==> config.mk <==
export PLATFORM = sky130hd
export DESIGN_NAME = cdfr_ctrl
export DESIGN_NICKNAME = d
export VERILOG_FILES = /design/src/shared/cdfr_pkg.sv /design/src/shared/cdfr_core_if.sv /design/src/hdl/cdfr_boost_clk.sv /design/src/hdl/cdfr_peak_timer.sv /design/src/hdl/cdfr_ctrl.sv
export SDC_FILE = /design/constraint.sdc
export NUM_CORES = 1
export LEC_CHECK = 0
export ABC_CLOCK_PERIOD_IN_PS = 4100
export BUFFER_PORTS_ARGS = -buffer_cell sky130_fd_sc_hd__buf_2
export CAP_MARGIN = 5
export CORE_ASPECT_RATIO = 2
export CORE_MARGIN = 5
export CORE_UTILIZATION = 54
export DETAILED_ROUTE_END_ITERATION = 10
export GPL_TIMING_DRIVEN = 0
export PLACE_DENSITY = 0.81
export SYNTH_ARGS = -nofsm -noshare
export SYNTH_HDL_FRONTEND = slang
export SYNTH_HIERARCHICAL = 1
export SYNTH_SLANG_ARGS = --single-unit
==> constraint.sdc <==
create_clock -name hclk -period 4.1 [get_ports hclk]
set_input_delay 0.205 -clock hclk [delete_from_list [all_inputs] [get_ports hclk]]
set_output_delay 0.205 -clock hclk [all_outputs]
set_load 0.005 [all_outputs]
==> src/shared/cdfr_pkg.sv <==
// Constants shared by the coil driver fault/regulation control block.
// Assumes one 40 MHz clock and an AHB-Lite register port.
package cdfr_pkg;
    // -------------------------------------------------------------
    // Timing
    // -------------------------------------------------------------
    localparam int CLK_HZ = 40_000_000;
    localparam int OSC_REF_HZ = 8_000_000;
    localparam int BOOST_HZ = 125_000;
    // Reference ratio scaled by the clock ratio, so the rate is unchanged
    localparam int BOOST_DIV = OSC_REF_HZ / BOOST_HZ * (CLK_HZ / OSC_REF_HZ);
    localparam int BOOST_HALF = BOOST_DIV / 2;
    // -------------------------------------------------------------
    // Register byte addresses
    // -------------------------------------------------------------
    localparam logic [7:0] A_CTRL = 8'h00;
    localparam logic [7:0] A_STEP = 8'h04;
    localparam logic [7:0] A_STAT = 8'h08;
    localparam logic [7:0] A_FAULT = 8'h0C;
    localparam logic [7:0] A_ISTAT = 8'h10;
    localparam logic [7:0] A_IMASK = 8'h14;
    localparam logic [7:0] A_DIAG = 8'h18;
    // -------------------------------------------------------------
    // Fields
    // -------------------------------------------------------------
    localparam int CH_N = 6;
    localparam int CTL_TX = 0;
    localparam int CTL_DIAG = 1;
    localparam int CTL_SEL_LO = 2;
    localparam int F_SBAT = 6;
    localparam int F_SGND = 7;
    localparam int F_OPEN = 8;
    localparam int F_OTMP = 9;
    localparam int I_FAULT = 0;
    localparam int I_OVP = 1;
    localparam int I_W = 2;
    localparam logic [4:0] STEP_TOP = 5'h13;
    localparam logic [4:0] STEP_RST = 5'h00;
    localparam logic [2:0] SEL_RST = 3'h0;
    localparam logic [31:0] ZERO32 = 32'h0000_0000;
    localparam logic [1:0] HTRANS_NSEQ = 2'h2;
    // Operating states
    typedef enum logic [1:0] {
        ST_IDLE = 2'b00,
        ST_TX = 2'b01,
        ST_SHUT = 2'b10,
        ST_DIAG = 2'b11
    } cdfr_state_type;
endpackage

==> src/shared/cdfr_core_if.sv <==
// Carrier between the control core and its timing helpers.
// Assumes all members live on the single system clock.
`timescale 1ns/1ps
interface cdfr_core_if;
    logic boost_run;
    logic over_volt;
    logic boost_clk;
    logic zc_level;
    logic sample_pulse;
    modport boost (input boost_run, input over_volt, output boost_clk);
    modport peak (input zc_level, input boost_run, output sample_pulse);
    modport core (output boost_run, output over_volt, output zc_level,
        input boost_clk, input sample_pulse);
endinterface

==> src/hdl/cdfr_boost_clk.sv <==
// Boost converter switching clock, divided from the system clock.
// Assumes boost_run already folds in transmit state and fault state.
`timescale 1ns/1ps
module cdfr_boost_clk #(
    parameter int HALF = cdfr_pkg::BOOST_HALF
) (
    // System
    input wire logic hclk,
    input wire logic hresetn,
    // Core link
    cdfr_core_if.boost cif
);
    logic [15:0] cnt_reg;
    logic clk_reg;
    wire logic gate_on = cif.boost_run && !cif.over_volt;
    wire logic wrap = cnt_reg == 16'(HALF - 1);

    // Divider; held cleared when stopped so restart is a clean phase
    always_ff @(posedge hclk or negedge hresetn) begin
        if (!hresetn) begin
            cnt_reg <= 16'h0000;
            clk_reg <= 1'b0;
        end else if (!gate_on) begin
            cnt_reg <= 16'h0000;
            clk_reg <= 1'b0;
        end else begin
            cnt_reg <= wrap ? 16'h0000 : cnt_reg + 16'h0001;
            clk_reg <= wrap ? !clk_reg : clk_reg;
        end
    end
    assign cif.boost_clk = clk_reg;
endmodule

==> src/hdl/cdfr_peak_timer.sv <==
// Times the positive current peak a quarter period after the
// rising zero crossing of the shunt sense comparator.
// Assumes the comparator level is synchronous and glitch free.
`timescale 1ns/1ps
module cdfr_peak_timer #(
    parameter int CW = 12
) (
    // System
    input wire logic hclk,
    input wire logic hresetn,
    // Core link
    cdfr_core_if.peak cif
);
    logic zc_d_reg;
    logic [CW-1:0] per_reg;
    logic [CW-1:0] cnt_reg;
    logic [CW-1:0] quarter_reg;
    logic armed_reg;
    logic pulse_reg;
    wire logic rise = cif.zc_level && !zc_d_reg;
    wire logic hit = armed_reg && cnt_reg == quarter_reg;

    // Period measured between rising crossings, peak at one quarter
    always_ff @(posedge hclk or negedge hresetn) begin
        if (!hresetn) begin
            zc_d_reg <= 1'b0;
            per_reg <= '0;
            cnt_reg <= '0;
            quarter_reg <= '0;
            armed_reg <= 1'b0;
            pulse_reg <= 1'b0;
        end else begin
            zc_d_reg <= cif.zc_level;
            cnt_reg <= rise ? '0 : cnt_reg + 1'b1;
            per_reg <= rise ? cnt_reg : per_reg;
            quarter_reg <= rise ? (cnt_reg >> 2) : quarter_reg;
            armed_reg <= rise ? cif.boost_run && per_reg != '0
                : armed_reg && !hit;
            pulse_reg <= hit && cif.boost_run;
        end
    end
    assign cif.sample_pulse = pulse_reg;
endmodule

==> src/hdl/cdfr_ctrl.sv <==
// Coil driver control: transmit state, fault shutdown, current
// step, boost gating, peak sampling and line test structures.
// Assumes AHB-Lite single word transfers and synchronous inputs.
//
// How it works
// - Boost switching clock divided down from the system clock, 125 kHz.
// - Boost switching runs only while a transmission is active.
// - Boost stops whenever the overvoltage flag is high.
// - Twenty current steps, codes 0 to 19, lowest first.
// - Any step accepted for any channel, never refused.
// - Peak sample timed from rising zero crossings of the shunt sense.
// - A line of an unblocked coil shorted to battery or ground puts all drivers hi-z.
// - Fault shutdown disconnects the shunt from all return lines.
// - Fault shutdown records cause and channel in the fault register.
// - Fault shutdown raises the interrupt request.
// - Open load or overtemperature shuts down the same way.
// - Fault conditions are checked every cycle in normal operation.
// - Writing the fault register clears it; healthy coils may transmit.
// - Test switches per line set and read back by software.
// - In shutdown, bus works, stages off, transmit requests ignored.
`timescale 1ns/1ps
module cdfr_ctrl (
    // Clock and reset
    input wire logic hclk,
    input wire logic hresetn,
    // AHB-Lite slave
    input wire logic hsel,
    input wire logic [7:0] haddr,
    input wire logic [1:0] htrans,
    input wire logic hwrite,
    input wire logic [2:0] hsize,
    input wire logic hready,
    input wire logic [31:0] hwdata,
    output logic [31:0] hrdata,
    output logic hreadyout,
    output logic hresp,
    // Line monitors
    input wire logic [5:0] pos_short_bat,
    input wire logic [5:0] pos_short_gnd,
    input wire logic [5:0] neg_short_bat,
    input wire logic [5:0] neg_short_gnd,
    input wire logic [5:0] open_load,
    input wire logic over_temp,
    input wire logic boost_over_volt,
    input wire logic shunt_zero_cross,
    input wire logic [5:0] diag_level_p,
    input wire logic [5:0] diag_level_n,
    // Power stage controls
    output logic [5:0] driver_en,
    output logic driver_hiz,
    output logic shunt_connect,
    output logic boost_switch,
    output logic [4:0] current_step,
    output logic peak_sample,
    output logic [5:0] diag_hi_p,
    output logic [5:0] diag_hi_n,
    // Interrupt
    output logic irq
);
    // -------------------------------------------------------------
    // Bus slave
    // -------------------------------------------------------------
    cdfr_pkg::cdfr_state_type st_reg, st_next;
    logic wr_pend_reg;
    logic [7:0] wr_addr_reg;
    logic [31:0] rdata_reg;
    logic [2:0] ctl_sel_reg;
    logic ctl_diag_reg;
    logic [4:0] step_reg;
    logic [9:0] fault_reg;
    logic [5:0] block_reg;
    logic [cdfr_pkg::I_W-1:0] istat_reg, imask_reg;
    logic irq_reg;
    logic [5:0] en_reg, hi_p_reg, hi_n_reg;
    logic hiz_reg, shunt_reg, peak_reg;
    logic [4:0] step_out_reg;

    // Address phase decode
    wire logic acc = hsel && hready && htrans == cdfr_pkg::HTRANS_NSEQ;
    wire logic rd_now = acc && !hwrite;
    wire logic wr_now = wr_pend_reg;
    wire logic wr_ctrl = wr_now && wr_addr_reg == cdfr_pkg::A_CTRL;
    wire logic wr_step = wr_now && wr_addr_reg == cdfr_pkg::A_STEP;
    wire logic wr_fault = wr_now && wr_addr_reg == cdfr_pkg::A_FAULT;
    wire logic wr_imask = wr_now && wr_addr_reg == cdfr_pkg::A_IMASK;
    wire logic wr_diag = wr_now && wr_addr_reg == cdfr_pkg::A_DIAG;
    wire logic rd_istat = rd_now && haddr == cdfr_pkg::A_ISTAT;

    // Write data fields
    wire logic w_tx = hwdata[cdfr_pkg::CTL_TX];
    wire logic w_diag = hwdata[cdfr_pkg::CTL_DIAG];
    wire logic [2:0] w_sel = hwdata[cdfr_pkg::CTL_SEL_LO +: 3];

    // -------------------------------------------------------------
    // Fault evaluation
    // -------------------------------------------------------------
    // Checked every cycle in idle and transmit; blocked coils are skipped
    wire logic [5:0] live = ~block_reg;
    wire logic normal = st_reg == cdfr_pkg::ST_IDLE
        || st_reg == cdfr_pkg::ST_TX;
    // A select written with the request counts in that same cycle
    wire logic sel_wr = wr_ctrl && (st_reg == cdfr_pkg::ST_IDLE
        || st_reg == cdfr_pkg::ST_DIAG);
    wire logic [2:0] sel_now = sel_wr ? w_sel : ctl_sel_reg;
    wire logic [5:0] ch_hot = 6'(1) << sel_now;
    wire logic [5:0] sbat = (pos_short_bat | neg_short_bat) & live;
    wire logic [5:0] sgnd = (pos_short_gnd | neg_short_gnd) & live;
    wire logic [5:0] opn = st_reg == cdfr_pkg::ST_TX
        ? open_load & ch_hot : 6'h00;
    wire logic [5:0] bad_ch = sbat | sgnd | opn;
    wire logic trip = normal && (|bad_ch || over_temp);
    wire logic [9:0] cause = {over_temp, |opn, |sgnd, |sbat, bad_ch};

    // Transmit request is honoured only from idle on a healthy coil
    wire logic sel_ok = !(|(ch_hot & block_reg));
    wire logic sel_valid = sel_now < 3'(cdfr_pkg::CH_N);

    // State transitions
    always_comb begin
        st_next = st_reg;
        unique case (st_reg)
            cdfr_pkg::ST_IDLE: begin
                if (wr_ctrl && w_diag)
                    st_next = cdfr_pkg::ST_DIAG;
                else if (wr_ctrl && w_tx)
                    st_next = cdfr_pkg::ST_TX;
            end
            cdfr_pkg::ST_TX: begin
                if (wr_ctrl && !w_tx)
                    st_next = cdfr_pkg::ST_IDLE;
            end
            cdfr_pkg::ST_SHUT: begin
                // Only the clear leaves here
                if (wr_fault)
                    st_next = cdfr_pkg::ST_IDLE;
            end
            cdfr_pkg::ST_DIAG: begin
                if (wr_ctrl && !w_diag)
                    st_next = cdfr_pkg::ST_IDLE;
            end
        endcase
        if (trip)
            st_next = cdfr_pkg::ST_SHUT;
        if (st_next == cdfr_pkg::ST_TX && !(sel_ok && sel_valid))
            st_next = cdfr_pkg::ST_IDLE;
    end

    // Helper link to the timing modules
    cdfr_core_if cif ();
    assign cif.boost_run = st_reg == cdfr_pkg::ST_TX;
    assign cif.over_volt = boost_over_volt;
    assign cif.zc_level = shunt_zero_cross;

    cdfr_boost_clk u_boost (
        .hclk(hclk),
        .hresetn(hresetn),
        .cif(cif)
    );
    cdfr_peak_timer u_peak (
        .hclk(hclk),
        .hresetn(hresetn),
        .cif(cif)
    );

    // Read mux and events
    wire logic [31:0] rd_mux =
        haddr == cdfr_pkg::A_CTRL ? 32'({ctl_sel_reg, ctl_diag_reg,
            st_reg == cdfr_pkg::ST_TX}) :
        haddr == cdfr_pkg::A_STEP ? 32'(step_reg) :
        haddr == cdfr_pkg::A_STAT ? 32'({block_reg, st_reg}) :
        haddr == cdfr_pkg::A_FAULT ? 32'(fault_reg) :
        haddr == cdfr_pkg::A_ISTAT ? 32'(istat_reg) :
        haddr == cdfr_pkg::A_IMASK ? 32'(imask_reg) :
        haddr == cdfr_pkg::A_DIAG ? 32'({diag_level_n & ch_hot,
            diag_level_p & ch_hot}) : cdfr_pkg::ZERO32;
    wire logic ovp_ev = cif.boost_run && boost_over_volt;
    wire logic [cdfr_pkg::I_W-1:0] ev = {ovp_ev, trip};
    // Event wins over the read that clears it
    wire logic [cdfr_pkg::I_W-1:0] istat_next =
        (rd_istat ? '0 : istat_reg) | ev;
    wire logic irq_next = |(istat_next & imask_reg);

    // Clamp codes past the top step
    wire logic [4:0] step_eff = step_reg > cdfr_pkg::STEP_TOP
        ? cdfr_pkg::STEP_TOP : step_reg;

    // -------------------------------------------------------------
    // Registers
    // -------------------------------------------------------------
    // Bus pipeline; zero wait states, always OKAY
    always_ff @(posedge hclk or negedge hresetn) begin
        if (!hresetn) begin
            wr_pend_reg <= 1'b0;
            wr_addr_reg <= cdfr_pkg::A_CTRL;
            rdata_reg <= cdfr_pkg::ZERO32;
        end else begin
            wr_pend_reg <= acc && hwrite;
            wr_addr_reg <= acc ? haddr : wr_addr_reg;
            rdata_reg <= rd_now ? rd_mux : rdata_reg;
        end
    end

    // Software settings
    always_ff @(posedge hclk or negedge hresetn) begin
        if (!hresetn) begin
            st_reg <= cdfr_pkg::ST_IDLE;
            ctl_sel_reg <= cdfr_pkg::SEL_RST;
            ctl_diag_reg <= 1'b0;
            step_reg <= cdfr_pkg::STEP_RST;
            imask_reg <= '0;
        end else begin
            st_reg <= st_next;
            // Selection moves only in idle and in test mode
            ctl_sel_reg <= sel_now;
            ctl_diag_reg <= st_next == cdfr_pkg::ST_DIAG;
            // Any code stored, no group check
            if (wr_step)
                step_reg <= hwdata[4:0];
            if (wr_imask)
                imask_reg <= hwdata[cdfr_pkg::I_W-1:0];
        end
    end

    // Fault record, coil block list, interrupt
    always_ff @(posedge hclk or negedge hresetn) begin
        if (!hresetn) begin
            fault_reg <= 10'h000;
            block_reg <= 6'h00;
            istat_reg <= '0;
            irq_reg <= 1'b0;
        end else begin
            // New cause outranks the clear in the same cycle
            if (trip)
                fault_reg <= cause;
            else if (wr_fault)
                fault_reg <= 10'h000;
            // Faulty coils stay barred until chip reset
            if (wr_fault && !trip)
                block_reg <= block_reg | fault_reg[5:0];
            istat_reg <= istat_next;
            irq_reg <= irq_next;
        end
    end

    // Power stage outputs, all registered
    always_ff @(posedge hclk or negedge hresetn) begin
        if (!hresetn) begin
            en_reg <= 6'h00;
            hiz_reg <= 1'b1;
            shunt_reg <= 1'b0;
            peak_reg <= 1'b0;
            step_out_reg <= cdfr_pkg::STEP_RST;
        end else begin
            en_reg <= st_next == cdfr_pkg::ST_TX ? ch_hot : 6'h00;
            hiz_reg <= st_next == cdfr_pkg::ST_SHUT
                || st_next == cdfr_pkg::ST_DIAG;
            shunt_reg <= st_next != cdfr_pkg::ST_SHUT;
            peak_reg <= cif.sample_pulse;
            step_out_reg <= step_eff;
        end
    end

    // Latched test switches, one per line, changed only when selected
    genvar g;
    generate
        for (g = 0; g < cdfr_pkg::CH_N; g++) begin : g_diag
            always_ff @(posedge hclk or negedge hresetn) begin
                if (!hresetn) begin
                    hi_p_reg[g] <= 1'b0;
                    hi_n_reg[g] <= 1'b0;
                end else if (wr_diag && st_reg == cdfr_pkg::ST_DIAG
                    && ctl_sel_reg == 3'(g)) begin
                    hi_p_reg[g] <= hwdata[0];
                    hi_n_reg[g] <= hwdata[1];
                end
            end
        end
    endgenerate

    assign hrdata = rdata_reg;
    assign hreadyout = 1'b1;
    assign hresp = 1'b0;
    assign driver_en = en_reg;
    assign driver_hiz = hiz_reg;
    assign shunt_connect = shunt_reg;
    assign boost_switch = cif.boost_clk;
    assign current_step = step_out_reg;
    assign peak_sample = peak_reg;
    assign diag_hi_p = hi_p_reg;
    assign diag_hi_n = hi_n_reg;
    assign irq = irq_reg;

    // A stop in mid half period cuts the phase short; not a fault
    wire logic boost_run_ok = cif.boost_run && !boost_over_volt;
endmodule

==> impl_metrics.tcl, run 1 <==
set metrics [dict create \
    switching_share_pct 26.5 \
    clk_latency_ns 0.41 \
    netlist_area_mm2 0.00628 \
    whs_endpoint "fault_reg[9]" \
    critPathKind "register to register" \
    drive_gt1_share_pct 28.0 \
    cts_max_level 4 \
    avgRoutedWirePerCell_um 19.5 \
    p_leak_nw 3.62 \
    core_area_mm2 0.0114 \
    final-setup-viol-count 0 \
    dr.pass1.iters 8 \
    tns_ns 0 \
    vias_per_cell 5.95 \
    die-height_um 163 \
    synth_edf_count 0 \
    clkTransAtPathRegs_ns 0.06 \
    via_count 5501 \
    rrSetupSlack_ns 0.48 \
    p_switching_w 0.000987 \
    worst_pin_slew_ns 0.776 \
    routed_wl_mm 18.1 \
    r2r-end "block_reg[4]" \
    internal_power_w 0.00274 \
    hold_viol_final 0 \
    ys_ff_latch 123 \
    placedInstanceArea_mm2 0.00709 \
    placedCellCount 891 \
    die_x_um 86.3 \
    wl_met2_mm 9.94 \
    fin_area_mm2 0.00777 \
    routabilityCongestion 0.935 \
    synth.most_common_cell "dfrtp_1" \
    ys_top_cells_by_count "122 x dfrtp_1, 78 x nand2_1, 53 x nor2_1, 32 x mux2_2" \
    fin_nets 872 \
    vdd_ir_drop_max_uv 402 \
    ys_dominant_reg_cell "dfrtp_1" \
    clockRootBuffer "clkbuf_16" \
    wl_met3_mm 1.01 \
    syn2layout_area_growth_pct 23.8 \
    async_flop_share_pct 100 \
    seq_power_share_pct 39.7 \
    timing.rr.start "wr_addr_reg[4]" \
    drtIter0Drc 483 \
    largest_reg_flops 16 \
    hold_path_depth 2 \
    worstHoldStart "over_temp" \
    cts_num_sinks 123 \
    max_cap_violations 0 \
    p_per_area_mw_per_mm2 479 \
    place_ws_ns 0.636 \
    synth_seq_area_share_pct 49.0 \
    cts_tree "done" \
    num-fill-cells 866 \
    cts_buffers 17 \
    max-clock-path-buffers 2 \
    io_pins 157 \
    hold_class "primary input to register" \
    worstSetupEndpointType "register" \
    cp-start-kind "register" \
    top_layer_used "met5" \
    synth_top_area_share_pct 48.6 \
    timing.fmax_mhz 276 \
    grt_overflow 0 \
    synthDistinctLibCells 69 \
    synth_top_cell_by_area "dfrtp_1" \
    cts_resized 0 \
    maxSlewViolCount 0 \
    p_comb_share_pct 15.1 \
    critPathArrivalTime_ns 3.92 \
    antenna_found_initial 3 \
    start_util_pct 55.3 \
    drtAntennaViolNets 0 \
    grt_max_degree 68 \
    finalWorstSetupSlack_ns 0.481 \
    cp.required_ns 4.40 \
    dieArea_mm2 0.0140 \
    power_w 0.00373 \
    port_buffers 104 \
    reg2reg_depth 10 \
    dp_hpwl_mm 13.7 \
    first_global_vias 5796 \
    min_period_ns 3.62 \
    max_slew_margin_pct 47.9 \
    status "finished, final reports clean" \
    synthTopCellsByArea "dfrtp_1 49%, mux2_2 5.7%, nand2_1 4.7%" \
    met1_length_mm 5.91 \
    grt_usage_pct 26.1 \
    synth_area_per_cell_um2 10.1 \
    synth_warnings 6 \
    grt_pass1_wl_mm 28.4 \
    synthCells 624 \
    clkPwrFrac_pct 45.2 \
    period_share_pct 88.3 \
    clock_skew_ns 0.00668 \
    fin_cells 925 \
    worstPathMaxFanout 10 \
    placementRows 55 \
    rsz0062_at_grt "no" \
    drc 0 \
]
==> per-layer routing <==
metal / track usage (%) / vias up
met4: 17.6 / 4
li1: - / 2484
met2: 47.5 / 254
met5: 0 / -
met1: 25.5 / 2653
met3: 5.72 / 106
==> worst max-delay path by stage <==
stage              endpoint           start
6_report       block_reg[4]  wr_addr_reg[4]
5_1_grt        driver_en[5]  wr_addr_reg[1]
4_1_cts        driver_en[5]  wr_addr_reg[4]
3_5_place_dp   driver_en[5]  wr_addr_reg[4]
3_3_place_gp   driver_en[5]  wr_addr_reg[4]
2_1_floorplan  driver_en[4]  wr_addr_reg[4]
==> power groups by stage <==
stage | Sequential [W] | Combinational, W | Clock [W]
2_1_floorplan | 0.00143 | 0.000374 | 0
3_3_place_gp | 0.00148 | 0.000530 | 0
3_5_place_dp | 0.00149 | 0.000552 | 0
4_1_cts | 0.00147 | 0.000559 | 0.00169
5_1_grt | 0.00149 | 0.000617 | 0.00175
6_report | 0.00148 | 0.000564 | 0.00168
==> placed cells by master, fill, tap and decap left out, types with 12 or more instances in the layout <==
master       n
clkbuf_1    22
dfrtp_1    122
buf_4       24
nand2_1     78
a21oi_1     23
xnor2_1     24
nand3_1     23
nor3_1      12
conb_1      22
nor2_1      53
o21ai_0     16
mux2_2      32
clkbuf_16   17
nand2b_1    12
nor4_1      18
buf_2      107
==> cell families after synthesis <==
family,after synthesis,synth area share [%]
xor+xnor,31,4.32
other cells,2,0.120
fa+ha+maj,7,1.39
compound gates,111,12.8
buf+inv,62,5.34
flops,123,49.0
simple gates,251,20.4
mux,37,6.53
==> what timing repair did <==
item                       CTS  global route
hold buffers                 2             0
setup endpoints to repair    0             0
hold endpoints to repair    57             0
setup buffers                0             0
==> area by class of cell <==
class | instances | area (um^2) | share of cell area (%)
Sequential cell | 123 | 3080 | 39.6
Multi-Input combinational cell | 459 | 2940 | 37.8
Timing Repair Buffer | 107 | 574 | 7.39
Clock buffer | 19 | 443 | 5.70
Buffer | 53 | 302 | 3.88
Clock inverter | 12 | 220 | 2.83
Tap cell | 142 | 178 | 2.29
Inverter | 9 | 33.8 | 0.435
Antenna cell | 1 | 2.50 | 0.0322
==> through the flow <==
stage                     hold WS, ns  utilization [%]
final                          0.0436             68.5
after global routing           0.0484             68.5
after CTS                      0.0364             68.5
after detailed placement        0.200             62.4
after global placement          0.338             62.1
after floorplan               -0.0906                -
==> worst max-delay path, cell delays in order, from the launching register on <==
cell and delay (ns):
dfrtp_1 0.40, or4_1 0.51, buf_2 0.17, nor4_4 0.54, mux2i_1 0.63, buf_4 0.31
a41oi_2 0.19, o211ai_2 0.17, o21ai_4 0.12, buf_4 0.22, a31o_1 0.23
Note: power is estimated with default switching activity, not from simulation.
==> run 2, diff against run 1 <==
- ABC_CLOCK_PERIOD_IN_PS: 4100 -> 4200
- CORE_UTILIZATION: 54 -> 58
- PLACE_DENSITY: 0.81 -> 0.86
- clock period: 4.1 -> 4.2 ns (I/O delays scaled with it)
==> run 2 against run 1 <==
Total power shrank 5.5%; sequential share of layout area is 0.23 points higher; die area fell by 6.3%; first-iteration DRC count increased by 24%; largest cell class unchanged; highest routed layer is now met4.
==> impl_metrics.tcl, run 2 (same netlist as run 1, synthesis figures left out) <==
set metrics [dict create \
    period_share_pct 84.1 \
    drc 0 \
    antenna_found_initial 1 \
    tns_ns 0 \
    worstPathMaxFanout 10 \
    placementRows 53 \
    cts_num_sinks 123 \
    power_w 0.00352 \
    fin_nets 872 \
    hold_viol_final 0 \
    fin_area_mm2 0.00773 \
    grt_max_degree 104 \
    clockRootBuffer "clkbuf_16" \
    max-clock-path-buffers 2 \
    routabilityCongestion 0.979 \
    min_period_ns 3.53 \
    vias_per_cell 6.07 \
    cts_buffers 17 \
    top_layer_used "met4" \
    cts_max_level 4 \
    clk_latency_ns 0.42 \
    routed_wl_mm 18.3 \
    avgRoutedWirePerCell_um 19.9 \
    rrSetupSlack_ns 0.67 \
    via_count 5593 \
    grt_usage_pct 28.4 \
    dieArea_mm2 0.0131 \
    cp-start-kind "register" \
    port_buffers 104 \
    vdd_ir_drop_max_uv 390 \
    rsz0062_at_grt "no" \
    largest_reg_flops 16 \
    wl_met3_mm 1.01 \
    io_pins 157 \
    status "finished, final reports clean" \
    hold_class "primary input to register" \
    clock_skew_ns 0.00882 \
    clkTransAtPathRegs_ns 0.06 \
    start_util_pct 59.6 \
    maxSlewViolCount 0 \
    max_cap_violations 0 \
    worst_pin_slew_ns 0.836 \
    placedInstanceArea_mm2 0.00708 \
    num-fill-cells 744 \
    grt_overflow 0 \
    max_slew_margin_pct 43.8 \
    drive_gt1_share_pct 28.1 \
    final-setup-viol-count 0 \
    die_x_um 83.6 \
    cts_setup_buffers 0 \
    cts_tree "done" \
    syn2layout_area_growth_pct 23.0 \
    grt_pass1_wl_mm 29.3 \
    die-height_um 157 \
    critPathArrivalTime_ns 3.80 \
    dp_hpwl_mm 13.5 \
    dr.pass1.iters 6 \
    final_cell_mix "122 x dfrtp_1, 107 x buf_2, 78 x nand2_1, 53 x nor2_1, 32 x mux2_2" \
    p_leak_nw 3.59 \
    final_common_cell "dfrtp_1" \
    cp.required_ns 4.47 \
    wl_met2_mm 10.2 \
    drtIter0Drc 599 \
    core_area_mm2 0.0105 \
    met1_length_mm 6.00 \
    first_global_vias 5863 \
    drtAntennaViolNets 0 \
    critPathKind "register to register" \
    worstSetupEndpointType "register" \
    p_per_area_mw_per_mm2 456 \
    timing.fmax_mhz 283 \
]
-- run 2: cell types whose count changed in the layout (fill, tap and decap cells not counted) --
cell / before / now
clkinvlp_4: 1 / 4
inv_6: 0 / 2
clkinv_2: 3 / 2
bufinv_16: 6 / 4
clkbuf_8: 1 / 0
-- run 2: cell type report --
type,instances,area [um^2],share of cell area [%]
antenna,1,2.50,0.0324
buffer,53,302,3.90
clock buffer,18,429,5.55
clock inverter,14,195,2.53
inverter,9,33.8,0.437
multi-input combinational,459,2940,38.1
sequential,123,3080,39.8
tap,137,171,2.22
timing repair buffer,107,574,7.43
-- run 2: per-layer routing --
layer | GRT usage, % | vias up
li1 | - | 2497
met1 | 29.1 | 2726
met2 | 53.0 | 285
met3 | 4.61 | 85
met4 | 17.6 | 0
met5 | 0 | -
-- run 2: critical path, stage by stage (launching register included) --
cell and delay, ns:
dfrtp_1 0.41, or4b_1 0.52, clkbuf_1 0.21, nor4_4 0.48, mux2i_1 0.40, inv_1 0.20
a41o_1 0.29, nand3b_2 0.28, o21ai_4 0.27, buf_4 0.23, nand2_1 0.08
-- run 2: power breakdown --
part           switching (W)  leakage [nW]  internal (W)
sequential          0.000122          1.63       0.00131
clock               0.000542         0.293      0.000994
combinational       0.000313          1.66      0.000243
-- run 2: repair_timing --
item / in CTS / in global routing
hold buffers: 2 / 0
gates resized for setup: 0 / 0
hold endpoints to repair: 21 / 0
-- run 2: stage by stage --
step | hold slack, ns | utilization (%) | setup WS [ns] | cells
global route | 0.0629 | 73.3 | 0.444 | 921
global placement | 0.343 | 66.9 | 0.826 | 885
CTS | 0.0466 | 73.3 | 0.692 | 920
finish | 0.0493 | 73.3 | 0.667 | 921
floorplan | -0.0856 | - | 1.17 | 644
detailed placement | 0.0690 | 67.2 | 0.737 | 886
-- run 2: path summary, 6_finish.rpt --
path,startpoint,end,cells past startpoint
min in group asynchronous,hresetn,u_boost/cnt_reg[14],2
max in group asynchronous,hresetn,driver_hiz,3
hold / removal,over_temp,fault_reg[9],2
setup reg to reg,wr_addr_reg[1],st_reg[1],10
hold reg to reg,u_peak/cif.sample_pulse,peak_sample,0
setup / recovery,wr_addr_reg[1],st_reg[1],10
